[src/hdl/t8c_map.svh]
// Register map, field positions and timing constants of the 8-bit timer.
// Functional notes
// - Force strobe in non-PWM mode acts as an immediate match on the pin.
// - Forced match sets no flag, no interrupt, never clears the counter.
// - Force strobe reads zero and does nothing in PWM modes.
// - Mode 0 normal, 1 phase PWM, 2 clear-on-match, 3 fast PWM.
// - Any nonzero output mode makes the compare output override the pin.
// - Non-PWM output codes: off, toggle, clear, set on match.
// - Fast PWM: 10 clear on match set at bottom, 11 inverted.
// - Fast PWM with compare at top ignores match, acts at bottom only.
// - Phase PWM: 10 clears on up match, sets on down; 11 inverted.
// - Phase PWM with compare at top ignores match, acts at top only.
// - Clock select: stop, undivided, then divide by 8 up to 1024.
// - Counter is read/write; loading it blocks the match on the next tick.
// - Compare value is compared with the counter; equality is a match.
// - Async select zero uses the bus clock, one uses the crystal pin.
// - Async counter write sets its busy flag until the counter loads.
// - Async compare write sets its busy flag until the compare loads.
// - Async control write sets its busy flag until the control loads.
// - Counter reads live value; compare and control read temporary copy.
// - Async written values load after two rising crystal edges.
// - Match sets the match flag; vector or write-one clears it.
// - Overflow sets its flag, at bottom in phase PWM; same clearing.
`ifndef T8C_MAP_SVH
`define T8C_MAP_SVH

`define T8C_FLAGS_IDX   8'h30
`define T8C_ASYNC_IDX   8'h31
`define T8C_CMP_IDX     8'h32
`define T8C_CTRL_IDX    8'h33
`define T8C_CNT_IDX     8'h34
`define T8C_ADDR_W      10
`define T8C_ADDR(i)     ({(i), 2'b00})

`define T8C_CTRL_RST    8'h00
`define T8C_CTRL_FORCE  7
`define T8C_ASYNC_SEL   3
`define T8C_BUSY_CNT    2
`define T8C_BUSY_CMP    1
`define T8C_BUSY_CTRL   0
`define T8C_FLAG_CMP    1
`define T8C_FLAG_OVF    0

`define T8C_MAX         8'hFF
`define T8C_XFER_EDGES  2'h2
`define T8C_PRE_W       10

`endif

[src/hdl/t8c_pkg.sv]
// Types shared by the timer modules.
package t8c_pkg;

  typedef enum logic [1:0] {
    T8C_WM_NORMAL,
    T8C_WM_PHASE,
    T8C_WM_CTC,
    T8C_WM_FAST
  } t8c_wave_t;

  typedef struct packed {
    logic       force_compare_strobe;
    logic       wave_mode_sel_lo;
    logic [1:0] compare_out_mode;
    logic       wave_mode_sel_hi;
    logic [2:0] clk_sel;
  } t8c_ctrl_t;

  typedef struct packed {
    logic       compare_out_pin;
    logic       compare_out_ovr;
    logic       compare_match_flag;
    logic       overflow_flag;
  } t8c_out_t;

endpackage : t8c_pkg

[src/hdl/t8c_prescale.sv]
// Prescaler that turns source clock ticks into timer ticks.
`timescale 1ns/1ps
`default_nettype none
`include "t8c_map.svh"
module t8c_prescale (
  // Clock and reset.
  input  wire logic       hclk,
  input  wire logic       hresetn,
  // Source tick and divider choice.
  input  wire logic       src_tick,
  input  wire logic [2:0] clk_sel,
  // Timer tick.
  output logic            tick
);

  logic [`T8C_PRE_W-1:0] pre_r;
  logic [`T8C_PRE_W-1:0] mask;

  function automatic logic [`T8C_PRE_W-1:0] div_mask(input logic [2:0] s);
    case (s)
      3'h2:    div_mask = 10'h007;
      3'h3:    div_mask = 10'h01F;
      3'h4:    div_mask = 10'h03F;
      3'h5:    div_mask = 10'h07F;
      3'h6:    div_mask = 10'h0FF;
      3'h7:    div_mask = 10'h3FF;
      default: div_mask = 10'h000;
    endcase
  endfunction : div_mask

  assign mask = div_mask(clk_sel);
  // Stop, undivided, or one tick per full divider period.
  assign tick = src_tick && (clk_sel != 3'h0) && ((pre_r & mask) == mask);

  always_ff @(posedge hclk or negedge hresetn) begin
    if (!hresetn) begin
      pre_r <= '0;
    end else if (src_tick) begin
      pre_r <= pre_r + 10'h001;
    end
  end

endmodule : t8c_prescale
`default_nettype wire

[src/hdl/t8c_timer.sv]
// 8-bit timer with one compare channel behind an AHB-Lite slave.
`timescale 1ns/1ps
`default_nettype none
`include "t8c_map.svh"
module t8c_timer (
  // Clock and reset.
  input  wire logic        hclk,
  input  wire logic        hresetn,
  // AHB-Lite slave.
  input  wire logic        hsel,
  input  wire logic [31:0] haddr,
  input  wire logic [1:0]  htrans,
  input  wire logic        hwrite,
  input  wire logic [2:0]  hsize,
  input  wire logic [31:0] hwdata,
  input  wire logic        hready,
  output logic      [31:0] hrdata,
  output logic             hreadyout,
  output logic             hresp,
  // Crystal pin and interrupt vector acknowledges.
  input  wire logic        xtal_in_pin,
  input  wire logic        cmp_vector_ack,
  input  wire logic        ovf_vector_ack,
  // Waveform pin and flags.
  output var t8c_pkg::t8c_out_t tmr_out
);

  localparam logic [`T8C_ADDR_W-1:0] A_CTRL  = `T8C_ADDR(`T8C_CTRL_IDX);
  localparam logic [`T8C_ADDR_W-1:0] A_CNT   = `T8C_ADDR(`T8C_CNT_IDX);
  localparam logic [`T8C_ADDR_W-1:0] A_CMP   = `T8C_ADDR(`T8C_CMP_IDX);
  localparam logic [`T8C_ADDR_W-1:0] A_ASYNC = `T8C_ADDR(`T8C_ASYNC_IDX);
  localparam logic [`T8C_ADDR_W-1:0] A_FLAGS = `T8C_ADDR(`T8C_FLAGS_IDX);

  // Bus side state.
  logic                   wr_act_r;
  logic [`T8C_ADDR_W-1:0] wr_addr_r;
  logic [31:0]            hrdata_r;
  // Registers, temporaries and transfer tracking.
  logic                   async_sel_r;
  logic [7:0]             ctrl_tmp_r;
  logic [7:0]             cmp_tmp_r;
  logic [7:0]             cnt_tmp_r;
  t8c_pkg::t8c_ctrl_t     ctrl_r;
  logic [7:0]             ocr_dst_r;
  logic [7:0]             ocr_act_r;
  logic [7:0]             cnt_r;
  logic [7:0]             cnt_nxt;
  logic                   dir_up_r;
  logic                   block_r;
  logic                   force_r;
  logic                   oc_r;
  logic                   oc_nxt;
  logic                   cmp_flag_r;
  logic                   ovf_flag_r;
  logic [2:0]             busy_r;
  logic [1:0]             ecnt_r [3];
  logic                   xs1_r;
  logic                   xs2_r;
  logic                   xs3_r;

  // Address decode and data phase strobes.
  wire        ap_take  = hsel & htrans[1] & hready;
  wire        ap_hi0   = (haddr[31:`T8C_ADDR_W] == '0);
  wire [`T8C_ADDR_W-1:0] ap_a = haddr[`T8C_ADDR_W-1:0];
  wire        wr_ctrl  = wr_act_r & (wr_addr_r == A_CTRL);
  wire        wr_cnt   = wr_act_r & (wr_addr_r == A_CNT);
  wire        wr_cmp   = wr_act_r & (wr_addr_r == A_CMP);
  wire        wr_async = wr_act_r & (wr_addr_r == A_ASYNC);
  wire        wr_flags = wr_act_r & (wr_addr_r == A_FLAGS);
  wire [7:0]  wd       = hwdata[7:0];

  // Crystal edge and the source tick it gives.
  wire        xedge    = xs2_r & ~xs3_r;
  wire        src_tick = async_sel_r ? xedge : 1'b1;
  wire        tick;

  // Temporary to destination transfers.
  wire [2:0]  wr_vec   = {wr_cnt, wr_cmp, wr_ctrl};
  wire [2:0]  xfer_done;
  genvar gi;
  generate
    for (gi = 0; gi < 3; gi++) begin : g_xfer
      assign xfer_done[gi] = busy_r[gi] & xedge &
                             (ecnt_r[gi] == `T8C_XFER_EDGES - 2'h1);
    end
  endgenerate
  wire ld_ctrl = async_sel_r ? xfer_done[`T8C_BUSY_CTRL] : wr_ctrl;
  wire ld_cmp  = async_sel_r ? xfer_done[`T8C_BUSY_CMP]  : wr_cmp;
  wire ld_cnt  = async_sel_r ? xfer_done[`T8C_BUSY_CNT]  : wr_cnt;
  wire [7:0] ctrl_new = async_sel_r ? ctrl_tmp_r : wd;
  wire [7:0] cmp_new  = async_sel_r ? cmp_tmp_r  : wd;
  wire [7:0] cnt_new  = async_sel_r ? cnt_tmp_r  : wd;

  // Mode decode.
  t8c_pkg::t8c_wave_t wave;
  assign wave = t8c_pkg::t8c_wave_t'({ctrl_r.wave_mode_sel_hi,
                                      ctrl_r.wave_mode_sel_lo});
  wire       is_pc   = (wave == t8c_pkg::T8C_WM_PHASE);
  wire       is_fast = (wave == t8c_pkg::T8C_WM_FAST);
  wire       is_ctc  = (wave == t8c_pkg::T8C_WM_CTC);
  wire [7:0] top_v   = is_ctc ? ocr_act_r : `T8C_MAX;
  wire [1:0] com     = ctrl_r.compare_out_mode;
  wire       ocr_top = (ocr_act_r == `T8C_MAX);

  // Counter events.
  wire at_max    = (cnt_r == `T8C_MAX);
  wire at_top_pc = tick & is_pc & dir_up_r & at_max;
  wire at_bot_pc = tick & is_pc & ~dir_up_r & (cnt_r == 8'h00);
  wire bot_fast  = tick & is_fast & at_max;
  // Equality with the active compare value, unless a counter write
  // blocks this tick.
  wire match_ev  = tick & ~ld_cnt & ~block_r & (cnt_r == ocr_act_r);
  // Overflow at MAX, or at the turn at zero in phase PWM.
  wire ovf_ev    = is_pc ? at_bot_pc : (tick & at_max);
  wire cmp_clr   = cmp_vector_ack | (wr_flags & wd[`T8C_FLAG_CMP]);
  wire ovf_clr   = ovf_vector_ack | (wr_flags & wd[`T8C_FLAG_OVF]);

  t8c_prescale u_prescale (
    .hclk     (hclk),
    .hresetn  (hresetn),
    .src_tick (src_tick),
    .clk_sel  (ctrl_r.clk_sel),
    .tick     (tick)
  );

  // Read data for the address being offered.
  logic [7:0] rd_v;
  always_comb begin
    case (ap_a)
      A_CTRL:  rd_v = {1'b0, ctrl_tmp_r[6:0]};
      A_CNT:   rd_v = cnt_r;
      A_CMP:   rd_v = cmp_tmp_r;
      A_ASYNC: rd_v = {4'h0, async_sel_r, busy_r};
      A_FLAGS: rd_v = {6'h00, cmp_flag_r, ovf_flag_r};
      default: rd_v = 8'h00;
    endcase
  end

  assign hreadyout = 1'b1;
  assign hresp     = 1'b0;
  assign hrdata    = hrdata_r;

  always_ff @(posedge hclk or negedge hresetn) begin
    if (!hresetn) begin
      wr_act_r  <= 1'b0;
      wr_addr_r <= '0;
      hrdata_r  <= 32'h0000_0000;
    end else begin
      wr_act_r  <= ap_take & hwrite & ap_hi0;
      wr_addr_r <= ap_a;
      hrdata_r  <= (ap_take & ~hwrite & ap_hi0) ? {24'h000000, rd_v}
                                                 : 32'h0000_0000;
    end
  end

  // Crystal pin synchroniser; the second and third stages feed the edge detect.
  always_ff @(posedge hclk or negedge hresetn) begin
    if (!hresetn) begin
      xs1_r <= 1'b0;
      xs2_r <= 1'b0;
      xs3_r <= 1'b0;
    end else begin
      xs1_r <= xtal_in_pin;
      xs2_r <= xs1_r;
      xs3_r <= xs2_r;
    end
  end

  // Temporaries, clock select and busy flags.
  always_ff @(posedge hclk or negedge hresetn) begin
    if (!hresetn) begin
      async_sel_r <= 1'b0;
      ctrl_tmp_r  <= `T8C_CTRL_RST;
      cmp_tmp_r   <= 8'h00;
      cnt_tmp_r   <= 8'h00;
      busy_r      <= 3'h0;
      for (int i = 0; i < 3; i++) ecnt_r[i] <= 2'h0;
    end else begin
      if (wr_async) async_sel_r <= wd[`T8C_ASYNC_SEL];
      if (wr_ctrl) ctrl_tmp_r <= wd;
      if (wr_cmp) cmp_tmp_r <= wd;
      if (wr_cnt) cnt_tmp_r <= wd;
      for (int i = 0; i < 3; i++) begin
        if (wr_vec[i] & async_sel_r) begin
          busy_r[i] <= 1'b1;
          ecnt_r[i] <= 2'h0;
        end else if (xfer_done[i] | ~async_sel_r) begin
          busy_r[i] <= 1'b0;
          ecnt_r[i] <= 2'h0;
        end else if (busy_r[i] & xedge) begin
          ecnt_r[i] <= ecnt_r[i] + 2'h1;
        end
      end
    end
  end

  // Destination registers and the compare double buffer.
  always_ff @(posedge hclk or negedge hresetn) begin
    if (!hresetn) begin
      ctrl_r    <= t8c_pkg::t8c_ctrl_t'(`T8C_CTRL_RST);
      ocr_dst_r <= 8'h00;
      ocr_act_r <= 8'h00;
      force_r   <= 1'b0;
    end else begin
      if (ld_ctrl) ctrl_r <= {1'b0, ctrl_new[6:0]};
      if (ld_cmp) ocr_dst_r <= cmp_new;
      if (!wave[0] || at_top_pc || bot_fast) ocr_act_r <= ocr_dst_r;
      // Strobe only in non-PWM modes, judged on the new mode.
      force_r <= ld_ctrl & ctrl_new[`T8C_CTRL_FORCE] & ~ctrl_new[6];
    end
  end

  // Counting sequence.
  always_comb begin
    cnt_nxt = cnt_r;
    if (ld_cnt) begin
      cnt_nxt = cnt_new;
    end else if (tick) begin
      if (is_pc) begin
        if (dir_up_r) cnt_nxt = at_max ? (`T8C_MAX - 8'h01) : cnt_r + 8'h01;
        else cnt_nxt = (cnt_r == 8'h00) ? 8'h01 : cnt_r - 8'h01;
      end else begin
        // A tick at equality with top clears the counter in CTC, even when the match is blocked.
        cnt_nxt = (cnt_r == top_v) ? 8'h00 : cnt_r + 8'h01;
      end
    end
  end

  always_ff @(posedge hclk or negedge hresetn) begin
    if (!hresetn) begin
      cnt_r    <= 8'h00;
      dir_up_r <= 1'b1;
      block_r  <= 1'b0;
    end else begin
      cnt_r <= cnt_nxt;
      if (at_top_pc & ~ld_cnt) dir_up_r <= 1'b0;
      else if ((at_bot_pc & ~ld_cnt) | ~is_pc) dir_up_r <= 1'b1;
      if (ld_cnt) block_r <= 1'b1;
      else if (tick) block_r <= 1'b0;
    end
  end

  // Waveform unit.
  always_comb begin
    oc_nxt = oc_r;
    case (wave)
      t8c_pkg::T8C_WM_NORMAL, t8c_pkg::T8C_WM_CTC: begin
        if (match_ev | force_r) begin
          case (com)
            2'h1:    oc_nxt = ~oc_r;
            2'h2:    oc_nxt = 1'b0;
            2'h3:    oc_nxt = 1'b1;
            default: oc_nxt = oc_r;
          endcase
        end
      end
      t8c_pkg::T8C_WM_FAST: begin
        if (bot_fast & com[1]) oc_nxt = ~com[0];
        else if (match_ev & com[1] & ~ocr_top) oc_nxt = com[0];
      end
      t8c_pkg::T8C_WM_PHASE: begin
        if (at_top_pc & com[1] & ocr_top) oc_nxt = ~com[0];
        else if (match_ev & com[1] & ~ocr_top)
          oc_nxt = dir_up_r ? com[0] : ~com[0];
      end
      default: oc_nxt = oc_r;
    endcase
  end

  // Flags: a set in the clearing cycle wins.
  always_ff @(posedge hclk or negedge hresetn) begin
    if (!hresetn) begin
      oc_r       <= 1'b0;
      cmp_flag_r <= 1'b0;
      ovf_flag_r <= 1'b0;
    end else begin
      oc_r       <= oc_nxt;
      cmp_flag_r <= match_ev | (cmp_flag_r & ~cmp_clr);
      ovf_flag_r <= ovf_ev | (ovf_flag_r & ~ovf_clr);
    end
  end

  assign tmr_out.compare_out_pin    = oc_r;
  assign tmr_out.compare_out_ovr    = |com;
  assign tmr_out.compare_match_flag = cmp_flag_r;
  assign tmr_out.overflow_flag      = ovf_flag_r;

  property p_force_no_flag;
    @(posedge hclk) disable iff (!hresetn)
    force_r & ~match_ev & ~cmp_flag_r |=> ~cmp_flag_r;
  endproperty
  a_force_no_flag: assert property (p_force_no_flag)
    else $error("forced compare set the match flag");

  property p_force_read_zero;
    @(posedge hclk) disable iff (!hresetn)
    ap_take & ~hwrite & ap_hi0 & (ap_a == A_CTRL) |=> ~hrdata[7];
  endproperty
  a_force_read_zero: assert property (p_force_read_zero)
    else $error("force strobe read back as one");

  property p_force_pwm;
    @(posedge hclk) disable iff (!hresetn)
    ld_ctrl & ctrl_new[6]
      |=> ~force_r ##1 ((oc_r == $past(oc_r)) | $past(tick));
  endproperty
  a_force_pwm: assert property (p_force_pwm)
    else $error("force strobe acted in a PWM mode");

  property p_override;
    @(posedge hclk) disable iff (!hresetn)
    ld_ctrl & (ctrl_new[5:4] != 2'h0) |=> tmr_out.compare_out_ovr;
  endproperty
  a_override: assert property (p_override)
    else $error("compare output did not take the pin");

  property p_toggle;
    @(posedge hclk) disable iff (!hresetn)
    ~wave[0] & (com == 2'h1) & match_ev |=> oc_r != $past(oc_r);
  endproperty
  a_toggle: assert property (p_toggle)
    else $error("toggle mode did not toggle on match");

  property p_count_block;
    @(posedge hclk) disable iff (!hresetn)
    wr_cnt & ~async_sel_r ##1 (cnt_r == ocr_act_r) |-> ~match_ev;
  endproperty
  a_count_block: assert property (p_count_block)
    else $error("match not blocked after counter write");

  property p_busy_set;
    @(posedge hclk) disable iff (!hresetn)
    async_sel_r & wr_cmp |=> busy_r[`T8C_BUSY_CMP];
  endproperty
  a_busy_set: assert property (p_busy_set)
    else $error("compare busy flag not set on async write");

  property p_ctrl_load;
    @(posedge hclk) disable iff (!hresetn)
    async_sel_r & xfer_done[`T8C_BUSY_CTRL] & ~wr_ctrl
      |=> ~busy_r[`T8C_BUSY_CTRL] && (ctrl_r[6:0] == $past(ctrl_tmp_r[6:0]));
  endproperty
  a_ctrl_load: assert property (p_ctrl_load)
    else $error("control not loaded when busy flag cleared");

  property p_match_flag;
    @(posedge hclk) disable iff (!hresetn)
    match_ev |=> cmp_flag_r;
  endproperty
  a_match_flag: assert property (p_match_flag)
    else $error("match did not set the match flag");

  property p_ovf_flag;
    @(posedge hclk) disable iff (!hresetn)
    ovf_ev |=> ovf_flag_r;
  endproperty
  a_ovf_flag: assert property (p_ovf_flag)
    else $error("overflow did not set its flag");

  property p_ctc_clear;
    @(posedge hclk) disable iff (!hresetn)
    is_ctc & match_ev |=> cnt_r == 8'h00;
  endproperty
  a_ctc_clear: assert property (p_ctc_clear)
    else $error("clear-on-match did not clear the counter");

  property p_pc_turn;
    @(posedge hclk) disable iff (!hresetn)
    at_top_pc & ~ld_cnt |=> ~dir_up_r && (cnt_r == 8'hFE);
  endproperty
  a_pc_turn: assert property (p_pc_turn)
    else $error("phase PWM did not turn at top");

  property p_stopped;
    @(posedge hclk) disable iff (!hresetn)
    (ctrl_r.clk_sel == 3'h0) & ~ld_cnt & ~ld_ctrl |=> $stable(cnt_r);
  endproperty
  a_stopped: assert property (p_stopped)
    else $error("counter moved with clock stopped");

endmodule : t8c_timer
`default_nettype wire

[config.mk]
export PLATFORM = sky130hd
export DESIGN_NAME = t8c_timer
export DESIGN_NICKNAME = d
export VERILOG_FILES = /design/src/hdl/t8c_pkg.sv /design/src/hdl/t8c_prescale.sv /design/src/hdl/t8c_timer.sv
export VERILOG_INCLUDE_DIRS = /design/src /design/src/hdl
export SDC_FILE = /design/constraint.sdc
export NUM_CORES = 1
export LEC_CHECK = 0
export BUFFER_PORTS_ARGS = -buffer_cell sky130_fd_sc_hd__buf_2
export CAP_MARGIN = 20
export CELL_PAD_IN_SITES_DETAIL_PLACEMENT = 1
export CELL_PAD_IN_SITES_GLOBAL_PLACEMENT = 2
export CORE_MARGIN = 10
export CORE_UTILIZATION = 30
export CTS_CLUSTER_SIZE = 16
export DETAILED_ROUTE_END_ITERATION = 10
export PLACE_DENSITY_LB_ADDON = 0.1
export SYNTH_ARGS = -nofsm -noshare
export SYNTH_HDL_FRONTEND = slang
export SYNTH_HIERARCHICAL = 1
export SYNTH_SLANG_ARGS = --single-unit
[constraint.sdc]
create_clock -name hclk -period 6.24 [get_ports hclk]
set_input_delay 0.624 -clock hclk [delete_from_list [all_inputs] [get_ports hclk]]
set_output_delay 0.624 -clock hclk [all_outputs]
set_load 0.005 [all_outputs]
After elaboration in Yosys (flattened, before gate mapping)

Index checks and enable logic that the tools add are counted.

Register bits: 103
Bits of input ports: 77
Word-level logic and storage cells: 204

Add/subtract/negate cells: 6
Equal/unequal tests: 34
Muxes and demuxes: 46
Bitwise logic cells: 68
Reductions and logical operators: 20

Operator list:

| operator                | number |
|---|---|
| $eq A10 B8 Y1 const B   | 10 |
| $mux W8                 | 12 |
| $pmux W10 S6            | 1 |
| $and A1 B1 Y1           | 45 |
| $pmux W8 S5             | 1 |
| $logic_not A22 Y1       | 1 |
| $mux W1                 | 21 |
| $mux W2                 | 9 |
| $eq A8 B8 Y1            | 2 |
| $eq A8 B8 Y1 const B    | 2 |
| $not A1 Y1              | 13 |
| $eq A3 B3 Y1 const B    | 4 |
| $reduce_bool A3 Y1      | 4 |
| $add A10 B1 Y10 const B | 1 |
| $and A10 B10 Y10        | 1 |
| $eq A10 B10 Y1          | 1 |
| $eq A2 B1 Y1 const B    | 5 |
| $reduce_bool A2 Y1      | 5 |
| $or A1 B1 Y1            | 9 |
| $add A8 B1 Y8 const B   | 1 |
| $eq A2 B2 Y1 const B    | 4 |
| $logic_not A8 Y1        | 1 |
| $sub A8 B1 Y8 const B   | 1 |
| $add A2 B1 Y2 const B   | 3 |
| 11 further kinds        | 17 |

Logic depth before layout (Yosys ltp)

Depth in word-level cells: 14
Depth in mapped cells: 14
Mapped depth without buffers: 11

Hierarchy

The synthesis kept the hierarchy.

Modules (own cells, without submodules):

| module       | times used | cells an instance | area an instance (um^2) | seq. area each (um^2) |
|---|---|---|---|---|
| t8c_timer    | 1          | 520               | 5,138.7                 | 2,328.5 |
| t8c_prescale | 1          | 43                | 509.2                   | 250.2 |

Least setup slack after synthesis

Ideal clock, no wire load.

Path type: flip-flop to flip-flop
Start: register async_sel_r
End: register oc_r
Setup time: 151 ps
Data arrival time: 2,803 ps
Data required time: 6,089 ps
Slack: 3,286 ps
Stages on the path, launching flop included: 15
Path buffers: 4
Clock period less this slack: 2,954 ps
Cells stage by stage: dfrtp_1 clkbuf_1 clkbuf_1 clkbuf_1 nand2b_1 nand2_1 a311oi_1 o22a_1 buf_2 inv_1 nor4_1 nand2_1 mux2_2 a2bb2oi_1 a311oi_1

Cells in the longest elaborated chain, start to end: 10
Elaborated cells between the ends (all ways): 26
Those cells by class: eq/ne (3); mux (5); bitwise (15); reduce/logical (3)

Ends and longest elaborated chain:

| element                                                                  | RTL line                                             | text |
|---|---|---|
| start, declared                                                          | t8c_timer.sv:39                                      | `logic async_sel_r;` |
| start signal, assigned                                                   | t8c_timer.sv:179                                     | `` if (wr_async) async_sel_r <= wd[`T8C_ASYNC_SEL]; `` |
| $mux W1 (*)                                                              | t8c_timer.sv:74                                      | `wire src_tick = async_sel_r ? xedge : 1'b1;` |
| named net src_tick                                                       | t8c_timer.sv:74                                      |  |
| $logic_and A1 B1 Y1 (*) (2 in series)                                    | t8c_prescale.sv:33                                   | `assign tick = src_tick && (clk_sel != 3'h0) && ((pre_r & mask) == mask);` |
| named net tick                                                           | t8c_timer.sv:75                                      | `wire tick;` |
| $and A1 B1 Y1, on equally long branches (3 in series)                    | t8c_timer.sv:112, t8c_timer.sv:107                   |  |
| $and A1 B1 Y1, on equally long branches (2 in series)                    | t8c_timer.sv:259, t8c_timer.sv:263, t8c_timer.sv:262 |  |
| $ne A3 B1 Y1 (no source line) / $mux W1 (equally long branches)          | n/a                                                  |  |
| $reduce_and A4 Y1 (no source line) / $pmux W1 S3 (equally long branches) | n/a                                                  |  |
| end signal, assigned                                                     | t8c_timer.sv:277                                     | `oc_r <= oc_nxt;` |
| end, declared                                                            | t8c_timer.sv:51                                      | `logic oc_r;` |

Mark *: on every way through the listed nets, which the timed path passes. The rest lies on a longest branch.
A chain may end at the register's enable or synchronous reset.

Worst setup path in the final report

Start: register xs2_r
End: register oc_r

Elaborated cells between the ends (all ways): 29
Those cells by class: eq/ne (3); mux (5); bitwise (18); reduce/logical (3)

RTL lines:

| element                                                                  | RTL line                                             | text |
|---|---|---|
| start, declared                                                          | t8c_timer.sv:58                                      | `logic xs2_r;` |
| start signal, assigned                                                   | t8c_timer.sv:164                                     | `xs2_r <= xs1_r;` |
| $and A1 B1 Y1 (*)                                                        | t8c_timer.sv:73                                      | `wire xedge = xs2_r & ~xs3_r;` |
| $mux W1 (*)                                                              | t8c_timer.sv:74                                      |  |
| named net src_tick                                                       | t8c_timer.sv:74                                      |  |
| $logic_and A1 B1 Y1 (*) (2 in series)                                    | t8c_prescale.sv:33                                   |  |
| named net tick                                                           | t8c_timer.sv:75                                      |  |
| $and A1 B1 Y1, on equally long branches (3 in series)                    | t8c_timer.sv:112, t8c_timer.sv:107                   |  |
| $and A1 B1 Y1, on equally long branches (2 in series)                    | t8c_timer.sv:259, t8c_timer.sv:263, t8c_timer.sv:262 |  |
| $ne A3 B1 Y1 (no source line) / $mux W1 (equally long branches)          | n/a                                                  |  |
| $reduce_and A4 Y1 (no source line) / $pmux W1 S3 (equally long branches) | n/a                                                  |  |

Marks and branches as above.

==> metrics.cfg <==
[finish]
final_common_cell=dfrtp_1
final_area_um2=6320
fin_nets=691
finalNonFillerCells=845
layout_common_cells=dfrtp_1 (102), nand2_1 (60), buf_2 (59)
fillerInstances=2128
drive_gt1_share_pct=22.1
num_antenna_cells=0
syn2layout_area_growth_pct=11.9

[global_route]
grt.total_usage_pct=14.2
met1_usage_pct=19.2
grt_pass1_wl_mm=27.3
met2_usage_pct=22.9
grt-ovfl-total=0
grtUsageMet3_pct=2.07
grt_max_degree=60
top_usage_layer=met2
grt_pass1_vias=4579
antenna_found_initial=0

[clock_tree]
cts_buffer_depth=2
cts_root_buffer=clkbuf_16
cts_sinks=103
cts_setup_buffers=0
path_clk_slew_ns=0.07
insertion_delay_ns=0.36
cts_tree=yes
holdBufCountCts=0
cts_resized=0
cts_buffers=9
htreeDepth=3

[logic_synthesis]
netlist_area_um2=5650
syn_avg_cell_area_um2=10.0
ys_ff_latch=103
yosysTopAreaCell=dfrtp_1
synth_edf_count=0
synth_async_sr_flop_share_pct=100
yosys_warnings=6
synth_top_area_share_pct=45.2
synth_area_leaders=dfrtp_1 (45%), mux2_2 (8.4%), buf_4 (4.1%)
ys_types=68
ys_seq_area_share_pct=45.7
synthFlopType=dfrtp_1
synthCells=563

[setup_path]
r2r_setup_slack_ns=2.77
slowest_stage=o22a_1
required_ns=6.43
slowest_delay_ns=0.46
crit_fanout=10
crit_path_cell_trace=nor2b_1 -> nand2b_1 -> nand2_1 -> a311oi_1 -> o22a_1 -> inv_1 -> nor4_1 -> nand2_1 -> mux2_2 -> a2bb2oi_1 -> a311oi_1
end_kind=flip-flop
cp-start-kind=flip-flop
path_class=reg2reg
arrival_ns=3.66

[timing]
final-setup-viol-count=0
final.setup.tns_ns=0
hold_slack_ns=0.278
worst_pin_slew_ns=0.948
max_freq_mhz=288
hold_violations=0
relSlewSlack_pct=36.5
skew_ns=0.00609
final-max-slew-violation-count=0
final.min_clock_period_ns=3.47
final.period_utilization_pct=55.6
rsz0062_at_grt=no

[route]
viasPerCell=5.11
ant_nets=0
first_iter_violations=244
drc=0
routed_wl_mm=17.0
drt-pass1-iter-count=4
wire_per_inst_um=20.1
vias=4316

[floorplanning]
die_w_um=157
rows=50
die_y_um=157
die-area_um2=24700
coreArea_um2=18600
start_util_pct=30.3
top_level_ports=115

[placed_design]
dpl.hpwl_mm=12.7
place_area_um2=6020
port_buffers=60
gp_congestion=0.765
place_inst=829

[power]
powerDensity_nw_per_um2=212
p_leak_nw=2.59
max-vdd-ir-drop_mv=0.129

[run_status]
status=completed

[min_path]
hold_path_class=in2async

[flow_run]
cap_violations=0

[cell type report]
class / instances / area [µm²] / area share, %
Tap cell: 234 / 293 / 4.63
Inverter: 20 / 75.1 / 1.19
Clock inverter: 5 / 63.8 / 1.01
Clock buffer: 11 / 233 / 3.68
Multi-Input combinational cell: 408 / 2750 / 43.4
Sequential cell: 103 / 2580 / 40.8
Timing Repair Buffer: 64 / 333 / 5.27
[worst paths after layout]
path	from	endpoint	depth (start not counted)
worst min register to register	xs1_r	xs2_r	0
min in group hclk	xs1_r	xs2_r	0
worst min-delay path	hresetn	u_prescale/pre_r[5]	1
max in group asynchronous	hresetn	cmp_tmp_r[0]	2
worst max register to register	xs2_r	oc_r	11
worst max-delay path	xs2_r	oc_r	11
[kinds of logic after synthesis]
kind of cell | after synthesis | synth area share (%)
compound gates | 115 | 14.1
simple gates | 191 | 18.3
buf+inv | 76 | 7.33
other cells | 2 | 0.133
xor+xnor | 21 | 3.39
mux | 47 | 9.26
fa+ha+maj | 8 | 1.77
flops | 103 | 45.7
[synth_stat cells, types with 3 or more instances]
cell type,n
o31ai_1,4
a222oi_1,5
buf_4,31
xor2_1,6
nor4_1,10
nand3_1,11
nor2b_1,13
nand4_1,10
o211ai_1,9
nor3_1,16
dfrtp_1,102
a21boi_0,4
nor2_1,31
nor4b_1,3
clkbuf_1,14
ha_1,8
a221o_1,3
a211oi_1,3
inv_1,20
and3_1,3
mux2_2,42
o21ai_0,21
buf_2,9
nand3b_1,4
a21oi_1,30
a31oi_1,6
nand2b_1,8
a21o_1,5
a22oi_1,3
a32oi_1,4
nand2_1,60
mux2i_1,5
xnor2_1,14
[power breakdown]
group / internal (mW) / total, mW / switching, mW
Clock: 0.316 / 0.586 / 0.270
Combinational: 0.0238 / 0.0639 / 0.0401
Sequential: 0.680 / 0.689 / 0.00909
Total: 1.02 / 1.34 / 0.319
[flip-flops by register name, indices dropped and copies added, names as in the netlist, 2 cells and up]
register and cells:
ocr_dst_r 8, wr_addr_r 10, cmp_tmp_r 8, cnt_tmp_r 8, hrdata 8, u_prescale/pre_r 10
com 2, ocr_act_r 8, busy_r 3, cnt_r 8, ctrl_r 5, ecnt_r 6
ctrl_tmp_r 8
[worst max-delay path: cells and delay by family, from the launching register on]
family,cells,cell delay (ns)
multiplexers,1,0.30
flip-flops,1,0.34
AND/OR/NAND/NOR,5,1.48
buffers and inverters,1,0.22
AO/OA/AOI/OAI,4,0.97
[metrics by stage]
| step | setup WS (ns) | utilization [%] | power, mW |
|---|---|---|---|
| after floorplan | 3.29 | - | 0.736 |
| after global placement | 2.77 | 32.3 | 0.764 |
| after detailed placement | 2.76 | 32.3 | 0.767 |
| after CTS | 2.74 | 33.9 | 1.36 |
| after global routing | 2.38 | 33.9 | 1.40 |
| final | 2.77 | 33.9 | 1.34 |
[routing by layer]
metal	part of all wire [%]	vias to the layer above	wire length, µm
met1	48	2192	8210
li1	-	2053	-
met4	1.1	0	184
met2	48	59	8110
met5	0	-	0
met3	2.7	12	463
Note: power is estimated with default switching activity, not from simulation.
